**src/tti_defines.svh**
```systemverilog
// Constants of the teletext inserter: timing, bit counts and rate increments.
// Assumes a 250 MHz pixel-side clock; included by the design and the bench.
`ifndef TTI_DEFINES_SVH
`define TTI_DEFINES_SVH

`define TTI_CLK_PERIOD_NS 4
`define TTI_CLK_HZ 64'd250000000
// First inserted bit after the sync leading edge, in ns
`define TTI_T_TTX_PAL_NS 9780
`define TTI_T_TTX_NTSC_NS 10500
`define TTI_T_TTX_PAL_CYC ((`TTI_T_TTX_PAL_NS + `TTI_CLK_PERIOD_NS - 1) / `TTI_CLK_PERIOD_NS)
`define TTI_T_TTX_NTSC_CYC ((`TTI_T_TTX_NTSC_NS + `TTI_CLK_PERIOD_NS - 1) / `TTI_CLK_PERIOD_NS)
// Bits per insertion window
`define TTI_BITS_PAL 9'h168
`define TTI_BITS_WST 9'h128
`define TTI_BITS_NABTS 9'h120
// Text data rates in bit/s
`define TTI_RATE_PAL_HZ 64'd6937500
`define TTI_RATE_NTSC_HZ 64'd5727200
`define TTI_NCO_W 24
`define TTI_NCO_INC(r) (24'(((r) * 64'd16777216) / `TTI_CLK_HZ))
`define TTI_POS_MAX 12'hfff

`endif

```
**src/tti_pkg.sv**
```systemverilog
// Types shared by the teletext inserter.
// Constants live in tti_defines.svh.
`default_nettype none
package tti_pkg;

    typedef enum logic [1:0] {
        TTI_STD_PAL,
        TTI_STD_WST,
        TTI_STD_NABTS
    } tti_std_e;

    // Bit stream towards the composite and luminance paths
    typedef struct packed {
        logic window;
        logic data;
    } tti_ins_s;

endpackage
`default_nettype wire

```
**src/tti_inserter.sv**
```systemverilog
// Teletext inserter: requests bits from a source, buffers them, inserts them after hsync.
// Assumes hsync_lead_in is a one-cycle pulse and line/field inputs are stable over a line.
`timescale 1ns/1ns
`default_nettype none
`include "tti_defines.svh"

module tti_fifo #(
    parameter int WIDTH = 1,
    parameter int DEPTH = 16
) (
    input wire logic clk_in,
    input wire logic reset_n_in,
    input wire logic flush_in,
    input wire logic in_valid_in,
    output logic in_ready_out,
    input wire logic [WIDTH-1:0] in_data_in,
    output logic out_valid_out,
    input wire logic out_ready_in,
    output logic [WIDTH-1:0] out_data_out,
    output logic [$clog2(DEPTH):0] level_out
);
    localparam int AW = $clog2(DEPTH);
    logic [WIDTH-1:0] mem [DEPTH];
    logic [AW:0] wr_reg, wr_next, rd_reg, rd_next;
    logic push, pop;

    assign level_out = wr_reg - rd_reg;
    assign in_ready_out = (level_out != (AW+1)'(DEPTH));
    assign out_valid_out = (level_out != '0);
    assign out_data_out = mem[rd_reg[AW-1:0]];
    assign push = in_valid_in && in_ready_out;
    assign pop = out_valid_out && out_ready_in;

    always_comb begin
        wr_next = push ? wr_reg + 1'b1 : wr_reg;
        rd_next = pop ? rd_reg + 1'b1 : rd_reg;
        if (flush_in) begin
            wr_next = '0;
            rd_next = '0;
        end
    end

    always_ff @(posedge clk_in or negedge reset_n_in) begin
        if (!reset_n_in) begin
            wr_reg <= '0;
            rd_reg <= '0;
        end else begin
            wr_reg <= wr_next;
            rd_reg <= rd_next;
        end
    end

    // Storage needs no reset; reads are gated by the level
    always_ff @(posedge clk_in) begin
        if (push) begin
            mem[wr_reg[AW-1:0]] <= in_data_in;
        end
    end
endmodule

module tti_inserter #(
    parameter int FIFO_DEPTH = 16,
    parameter int DELAY_MAX = 64,
    parameter int INTERP_DELAY = 8
) (
    input wire logic clk_in,
    input wire logic reset_n_in,
    input wire logic hsync_lead_in,
    input wire logic field_odd_in,
    input wire logic [9:0] line_number_in,
    input wire tti_pkg::tti_std_e std_sel_in,
    input wire logic new_protocol_in,
    input wire logic insertion_enable_in,
    input wire logic [11:0] request_start_position_in,
    input wire logic [5:0] request_to_data_delay_in,
    input wire logic [9:0] odd_field_first_line_in,
    input wire logic [9:0] odd_field_last_line_in,
    input wire logic [9:0] even_field_first_line_in,
    input wire logic [9:0] even_field_last_line_in,
    input wire logic teletext_serial_in,
    output logic teletext_bit_request_out,
    output tti_pkg::tti_ins_s teletext_insert_out
);
    localparam int LW = $clog2(FIFO_DEPTH) + 1;

    function automatic logic [8:0] bit_total(input tti_pkg::tti_std_e s);
        if (s == tti_pkg::TTI_STD_PAL) begin
            return `TTI_BITS_PAL;
        end else if (s == tti_pkg::TTI_STD_WST) begin
            return `TTI_BITS_WST;
        end else begin
            return `TTI_BITS_NABTS;
        end
    endfunction

    function automatic logic [23:0] rate_inc(input tti_pkg::tti_std_e s);
        return (s == tti_pkg::TTI_STD_PAL) ? `TTI_NCO_INC(`TTI_RATE_PAL_HZ) : `TTI_NCO_INC(`TTI_RATE_NTSC_HZ);
    endfunction

    // Window opens early by the interpolation latency so the bit lands on time
    function automatic logic [11:0] open_pos(input tti_pkg::tti_std_e s);
        return (s == tti_pkg::TTI_STD_PAL) ? 12'(`TTI_T_TTX_PAL_CYC - INTERP_DELAY)
                                           : 12'(`TTI_T_TTX_NTSC_CYC - INTERP_DELAY);
    endfunction

    logic [11:0] pos_reg, pos_next;
    logic line_ok_reg, line_ok_next;
    logic req_active_reg, req_active_next;
    logic [8:0] req_cnt_reg, req_cnt_next;
    logic [23:0] req_acc_reg, req_acc_next;
    logic [LW-1:0] in_flight_reg, in_flight_next;
    logic [DELAY_MAX-1:0] pipe_reg, pipe_next;
    logic win_reg, win_next;
    logic [8:0] ins_cnt_reg, ins_cnt_next;
    logic [23:0] ins_acc_reg, ins_acc_next;
    logic data_reg, data_next;
    logic req_tick, ins_tick, sample_now, in_range;
    logic [24:0] req_sum, ins_sum;
    logic fifo_in_ready, fifo_out_valid, fifo_out_data;
    logic [LW-1:0] fifo_level;

    tti_fifo #(.WIDTH(1), .DEPTH(FIFO_DEPTH)) u_fifo (
        .clk_in(clk_in),
        .reset_n_in(reset_n_in),
        .flush_in(hsync_lead_in),
        .in_valid_in(sample_now),
        .in_ready_out(fifo_in_ready),
        .in_data_in(teletext_serial_in),
        .out_valid_out(fifo_out_valid),
        .out_ready_in(ins_tick),
        .out_data_out(fifo_out_data),
        .level_out(fifo_level)
    );

    assign in_range = field_odd_in
        ? (line_number_in >= odd_field_first_line_in && line_number_in <= odd_field_last_line_in)
        : (line_number_in >= even_field_first_line_in && line_number_in <= even_field_last_line_in);
    assign req_sum = {1'b0, req_acc_reg} + {1'b0, rate_inc(std_sel_in)};
    assign ins_sum = {1'b0, ins_acc_reg} + {1'b0, rate_inc(std_sel_in)};
    // A request is only issued when its bit is sure to find room in the buffer
    assign req_tick = req_active_reg && req_sum[24] && (32'(fifo_level) + 32'(in_flight_reg) < FIFO_DEPTH);
    assign ins_tick = win_reg && ins_sum[24];
    assign sample_now = !hsync_lead_in && ((request_to_data_delay_in == 6'h00) ? req_tick
                        : pipe_reg[request_to_data_delay_in - 6'h01]);

    always_comb begin
        pos_next = (pos_reg == `TTI_POS_MAX) ? pos_reg : pos_reg + 12'h001;
        line_ok_next = line_ok_reg;
        req_active_next = req_active_reg;
        req_cnt_next = req_cnt_reg;
        req_acc_next = req_active_reg ? req_sum[23:0] : '0;
        pipe_next = {pipe_reg[DELAY_MAX-2:0], req_tick};
        in_flight_next = in_flight_reg + LW'(req_tick) - LW'(sample_now);
        win_next = win_reg;
        ins_cnt_next = ins_cnt_reg;
        ins_acc_next = win_reg ? ins_sum[23:0] : '0;
        data_next = data_reg;
        if (hsync_lead_in) begin
            pos_next = '0;
            line_ok_next = insertion_enable_in && in_range;
            req_active_next = 1'b0;
            req_cnt_next = '0;
            pipe_next = '0;
            in_flight_next = '0;
            win_next = 1'b0;
            ins_cnt_next = '0;
        end else begin
            if (line_ok_reg && !req_active_reg && req_cnt_reg == 9'h000 &&
                pos_reg == request_start_position_in) begin
                req_active_next = 1'b1;
            end
            if (req_tick) begin
                req_cnt_next = req_cnt_reg + 9'h001;
                if (req_cnt_next == bit_total(std_sel_in)) begin
                    req_active_next = 1'b0;
                end
            end
            if (line_ok_reg && insertion_enable_in && !win_reg && ins_cnt_reg == 9'h000 &&
                pos_reg == open_pos(std_sel_in)) begin
                win_next = 1'b1;
            end
            if (ins_tick) begin
                // An underrun inserts zero rather than stalling the line timing
                data_next = fifo_out_valid ? fifo_out_data : 1'b0;
                ins_cnt_next = ins_cnt_reg + 9'h001;
                if (ins_cnt_next == bit_total(std_sel_in)) begin
                    win_next = 1'b0;
                end
            end
        end
    end

    always_ff @(posedge clk_in or negedge reset_n_in) begin
        if (!reset_n_in) begin
            pos_reg <= `TTI_POS_MAX;
            line_ok_reg <= 1'b0;
            req_active_reg <= 1'b0;
            req_cnt_reg <= '0;
            req_acc_reg <= '0;
            pipe_reg <= '0;
            in_flight_reg <= '0;
            win_reg <= 1'b0;
            ins_cnt_reg <= '0;
            ins_acc_reg <= '0;
            data_reg <= 1'b0;
        end else begin
            pos_reg <= pos_next;
            line_ok_reg <= line_ok_next;
            req_active_reg <= req_active_next;
            req_cnt_reg <= req_cnt_next;
            req_acc_reg <= req_acc_next;
            pipe_reg <= pipe_next;
            in_flight_reg <= in_flight_next;
            win_reg <= win_next;
            ins_cnt_reg <= ins_cnt_next;
            ins_acc_reg <= ins_acc_next;
            data_reg <= data_next;
        end
    end

    // New protocol pulses once per bit; old protocol holds one window
    assign teletext_bit_request_out = new_protocol_in ? req_tick : req_active_reg;
    assign teletext_insert_out.window = win_reg;
    assign teletext_insert_out.data = data_reg;

    a_window_needs_enable: assert property (@(posedge clk_in) disable iff (!reset_n_in)
        $rose(win_reg) |-> $past(insertion_enable_in) && $past(line_ok_reg))
        else $error("Insertion window opened while disabled");

    a_window_open_time: assert property (@(posedge clk_in) disable iff (!reset_n_in)
        $rose(win_reg) |-> $past(pos_reg) == $past(open_pos(std_sel_in)))
        else $error("Insertion window opened at wrong position");

    a_window_bit_count: assert property (@(posedge clk_in) disable iff (!reset_n_in)
        $fell(win_reg) && !$past(hsync_lead_in) |-> ins_cnt_reg == bit_total(std_sel_in))
        else $error("Insertion window closed with wrong bit count");

    a_pulse_single: assert property (@(posedge clk_in) disable iff (!reset_n_in)
        new_protocol_in && teletext_bit_request_out |=> !teletext_bit_request_out)
        else $error("Request pulse longer than one cycle");

    a_request_start: assert property (@(posedge clk_in) disable iff (!reset_n_in)
        $rose(req_active_reg) |-> $past(pos_reg) == $past(request_start_position_in))
        else $error("Requests started at wrong position");

    a_line_range: assert property (@(posedge clk_in) disable iff (!reset_n_in)
        $rose(req_active_reg) |-> line_ok_reg)
        else $error("Requests on a line outside the range");

    a_old_window_count: assert property (@(posedge clk_in) disable iff (!reset_n_in)
        $fell(req_active_reg) && !$past(hsync_lead_in) |-> req_cnt_reg == bit_total(std_sel_in))
        else $error("Request window ended before full count");

    a_sample_accepted: assert property (@(posedge clk_in) disable iff (!reset_n_in)
        sample_now |-> fifo_in_ready)
        else $error("Sampled bit found no room in the buffer");

    a_buffer_room: assert property (@(posedge clk_in) disable iff (!reset_n_in)
        32'(fifo_level) + 32'(in_flight_reg) <= FIFO_DEPTH)
        else $error("Outstanding bits exceed buffer room");
endmodule

`default_nettype wire

```
**config.mk**
```make
export PLATFORM = sky130hd
export DESIGN_NAME = tti_inserter
export DESIGN_NICKNAME = d
export VERILOG_FILES = /design/src/tti_pkg.sv /design/src/tti_inserter.sv
export VERILOG_INCLUDE_DIRS = /design/src
export SDC_FILE = /design/constraint.sdc
export NUM_CORES = 1
export LEC_CHECK = 0
export BUFFER_PORTS_ARGS = -buffer_cell sky130_fd_sc_hd__buf_2
export CORE_MARGIN = 2
export CORE_UTILIZATION = 30
export DETAILED_ROUTE_END_ITERATION = 6
export PLACE_DENSITY_LB_ADDON = 0.2
export SYNTH_ARGS = -nofsm -noshare
export SYNTH_HDL_FRONTEND = slang
export SYNTH_HIERARCHICAL = 1
export SYNTH_SLANG_ARGS = --single-unit
```
**constraint.sdc**
```tcl
create_clock -name clk_in -period 12.11 [get_ports clk_in]
set_input_delay 2.422 -clock clk_in [delete_from_list [all_inputs] [get_ports clk_in]]
set_output_delay 2.422 -clock clk_in [all_outputs]
set_load 0.05 [all_outputs]
```
Yosys cells after proc, flatten, opt, wreduce, memory -nomap -nowiden. Memories as Yosys holds them, arrays and structs flattened. Index checks and enable logic that the tools add are counted.

Add/subtract/negate cells: 12. Order comparisons: 6. Equal/unequal tests: 8. Mux-type cells: 38. Bitwise logic cells: 1. Reduce and logical (&&, ||, !) cells: 29.

Operator list (count): $mux 9 (9); $mux 64 (1); $mux 24 (2); $add 24x19->25 (1); $add 24x24->25 (1); $mux 5 (5); $eq 12x12->1 (2); $mux 12 (2); $ge 10x10->1 (2); $le 10x10->1 (2); $add 9x1->9 const B (2); $eq 9x9->1 (2); $logic_not 9->1 (2); $mux 18 (1); $logic_and 1x1->1 (16); $mux 1 (15); $add 12x1->12 const B (1); $eq 12x12->1 const B (1); $add 5x1->5 const B (2); $mux 10 (1); $reduce_bool 2->1 (4); $lt 6x7->1 const B (1); $add 5x5->6 (1); $bmux 1 s6 (1); 15 further kinds (17).

Register bits: 161. Bits in writable memories: 16. Output and inout bits: 3. Logic and storage cells: 108. Memories: 1.

Memory list: u_fifo.mem (words 16, width 1, rd ports 1, clocked after memory_dff 0, write ports 1, RTL line tti_inserter.sv:23) `logic [WIDTH-1:0] mem [DEPTH];`.

Longest topological paths before layout.
Depth in word-level cells: 11. Gate-level depth with buffers: 24. Mapped depth without buffers: 24.

Modules after synthesis. Netlist, hierarchy kept.

By module, submodules not included: tti_inserter (instances 1, cells each 961, area an instance 9469.1 µm²); tti_fifo (instances 1, cells each 128, area an instance 1544.0 µm²).

Least setup slack after synthesis. Ideal clock, no wire load.

Path type: input -> output. Start point: input std_sel_in[0]. End point: output teletext_bit_request_out. Arrival: 5.349 ns. Setup slack: 4.339 ns. Stages: 12. Buffers on the path: 3. Path through: or2_4 -> buf_2 -> buf_1 -> inv_1 -> ha_1 -> o21ai_2 -> a2111oi_4 -> o21ai_2 -> a21boi_4 -> inv_2 -> clkbuf_1 -> o21ai_0.

Longest elaborated chain between the ends: 6.

Ends and longest elaborated chain: from (decl) (RTL line tti_inserter.sv:71) `input wire tti_pkg::tti_std_e std_sel_in,`; $logic_not 2->1 (RTL line tti_inserter.sv:97) `` return (s == tti_pkg::TTI_STD_PAL) ? `TTI_NCO_INC(`TTI_RATE_PAL_HZ) : `TTI_NCO_INC(`TTI_RATE_NTSC_HZ); ``; $mux 18 (no line); $add 24x24->25 (RTL line tti_inserter.sv:138) `assign req_sum = {1'b0, req_acc_reg} + {1'b0, rate_inc(std_sel_in)};`; $logic_and 1x1->1 (2 in series) (RTL line tti_inserter.sv:141) `assign req_tick = req_active_reg && req_sum[24] && (32'(fifo_level) + 32'(in_flight_reg) < FIFO_DEPTH);`; $mux 1 (RTL line tti_inserter.sv:222) `assign teletext_bit_request_out = new_protocol_in ? req_tick : req_active_reg;`; to (decl) (RTL line tti_inserter.sv:81) `output logic teletext_bit_request_out,`.

No other way between the ends.

Final worst setup path.
Start point: input std_sel_in[1]. End point: output teletext_bit_request_out.

Same word-level chain as after synthesis.

==> impl_metrics.csv <==
group,metric,value,unit
run_status,status,"completed",
route,post-route-drc-count,0,
global_route,grt_pass1_wl,42.1,mm
cells_and_area,nets,1308,
cells_and_area,seq_area,4520,µm²
sta,fin_setup_tns,0,ns
global_route,use_met1,0.179,
clocking,clock_latency,0.46,ns
cells_and_area,largest_reg_flops,64,
global_route,top_usage_layer,"met2",
pwr,power_leakage,5.53,nW
die,num_rows,70,
worst_setup_path,cp_slowest_cell,"or2_4",
sta,hold_violations,0,
job,maxCapViolCount,0,
clocking,holdBufCountCts,0,
worst_setup_path,r2r-start,"u_fifo/rd_reg[0]",
sta,period_share,0.636,
die,dieHeight,196,µm
place,dp_hpwl,17.7,mm
worst_setup_path,cp-end-kind,"primary output",
global_route,met3_usage,0.0268,
global_route,grt_usage,0.137,
worst_setup_path,cp_cell_sequence,"buf_2 > or2_4 > inv_4 > ha_1 > and2_1 > a21o_1 > nand3b_1 > o21ai_2 > a21boi_4 > inv_2 > o21ai_0 > buf_2",
sta,finClkSkew,0.0136,ns
die,dieArea,38200,µm²
global_route,use_met2,0.231,
worst_setup_path,crit_family,"buffers and inverters",
die,die_w,196,µm
place,portBuffers,79,
die,boundaryPins,80,
worst_setup_path,cpMostUsedCell,"buf_2",
clocking,postCtsSetupRepairBufs,0,
clocking,numCtsBuffers,17,
clocking,htreeDepth,4,
synthesis,yosysWarnings,6,
worst_setup_path,required,9.69,ns
clocking,clockBufferDepth,2,
cells_and_area,fin_util,0.342,
synthesis,syn_area_per_cell,10.1,µm²
cells_and_area,area_growth,13.0,%
clocking,cts_tree,"built",
die,start_util,0.303,
sta,drv_slew,0,
worst_setup_path,cp_slowest_stage_delay,0.41,ns
route,post_drt_wl_per_cell,15.4,µm
place,place_congestion,0.755,
worst_setup_path,cp_max_fo,25,
worst_setup_path,path_buf_inv,4,
worst_setup_path,startpoint_type,"input port",
cells_and_area,diodes,0,
worst_setup_path,arrival,5.27,ns
pwr,p_per_area,104,nW/µm²
route,viasPerCell,4.90,
die,core,36300,µm²
clocking,clkTransAtPathRegs,0.08,ns
sta,rsz0062_at_grt,"no",
pwr,ir_drop,0.0000928,V
route,wl,25.1,mm
clocking,cts_resized,0,
clocking,clock-root-buffer,"clkbuf_16",
cells_and_area,final_area,12400,µm²
min_path,hold_start,"ins_acc_reg[0]",
route,drt.antenna.violating_nets,0,
sta,tightest_slew,1.03,ns
place,postPlaceCellArea,11800,µm²
global_route,grt_pass1_vias,8202,
global_route,grt-ovfl-total,0,
worst_setup_path,crit_type,"in2out",
route,dr.pass1.iters,6,
cells_and_area,drive_gt1_frac,0.164,
sta,fmax,130,MHz
synthesis,synthCells,1088,
clocking,clkSinkCount,177,
worst_setup_path,crit_start,"std_sel_in[1]",
sta,whs,0.468,ns
synthesis,synth_nets,1247,
min_path,min_path_type,"reg2reg",
synthesis,syn_area,11000,µm²
global_route,antenna_found_initial,1,
cells_and_area,multi_input_area,5990,µm²
sta,layout_min_cycle_time,7.70,ns
route,drtIter0Drc,407,
sta,slew_headroom,0.308,
cells_and_area,fillCellCount,3698,
global_route,grt_max_degree,89,
sta,setup_viol,0,
route,vias,7987,
[worst paths after layout]
check / slack, ns / end / cells after the start
setup / recovery: 4.41 / teletext_bit_request_out / 12
hold / removal: 0.47 / ins_acc_reg[0] / 1
setup reg to reg: 6.76 / in_flight_reg[4] / 24
hold reg to reg: 0.47 / ins_acc_reg[0] / 1
max in group asynchronous: 8.54 / u_fifo/wr_reg[1] / 2
min in group asynchronous: 2.05 / ins_acc_reg[18] / 1
[worst reg2reg max path, delay by kind of cell (launching register included)]
family          cells  cell delay [ns]
compound gates      5             1.38
xor+xnor            1             0.15
fa+ha+maj           6             1.70
buf+inv             6             0.63
flops               1             0.65
simple gates        6             0.69
[through the flow]
stage,total power [mW],worst slack (ns),std cells
2_1_floorplan,0.701,4.34,1088
3_3_place_gp,0.749,4.46,1598
3_5_place_dp,0.750,4.40,1598
4_1_cts,1.32,4.40,1629
5_1_grt,1.36,4.11,1629
6_report,1.29,4.41,1629
[power by group]
group	switching (mW)	total, mW	internal (mW)
Clock	0.280	0.558	0.277
Combinational	0.0734	0.126	0.0522
Sequential	0.00626	0.610	0.604
[layout make-up]
type / instances / area share
Inverter: 78 / 0.0237
Clock inverter: 14 / 0.0136
Tap cell: 468 / 0.0471
Timing Repair Buffer: 84 / 0.0355
Clock buffer: 17 / 0.0342
Multi-Input combinational cell: 791 / 0.482
Sequential cell: 177 / 0.364
[layer usage]
metal	part of all wire	vias up
met4	0.013	0
met2	0.47	120
met3	0.033	19
met5	0	-
li1	-	3972
met1	0.48	3876
[cells in the final DEF (no fill, tap or decap), types with 5 or more instances in the layout]
cell and instances:
nand4_1 16, dfrtp_1 149, a21oi_1 56, a31oi_1 7, clkinv_8 5, nand3_1 23
nand3b_1 6, a211oi_1 9, ha_1 80, xnor2_1 41, inv_1 75, edfxtp_1 16
buf_2 77, a21boi_0 7, o31ai_1 10, or3_1 19, o21a_1 9, nor3b_1 6
o21bai_1 7, nor2b_1 80, and3_1 15, buf_4 6, and2_1 27, nor2_1 68
nor4_1 9, nor3_1 14, a21o_1 12, dfstp_2 12, clkbuf_16 17, nand2b_1 15
mux2_2 8, mux2i_1 12, xor2_1 27, o211ai_1 5, mux4_2 21, nand2_1 53
o21ai_0 43
No activity file was read; power rests on OpenSTA's default activity.
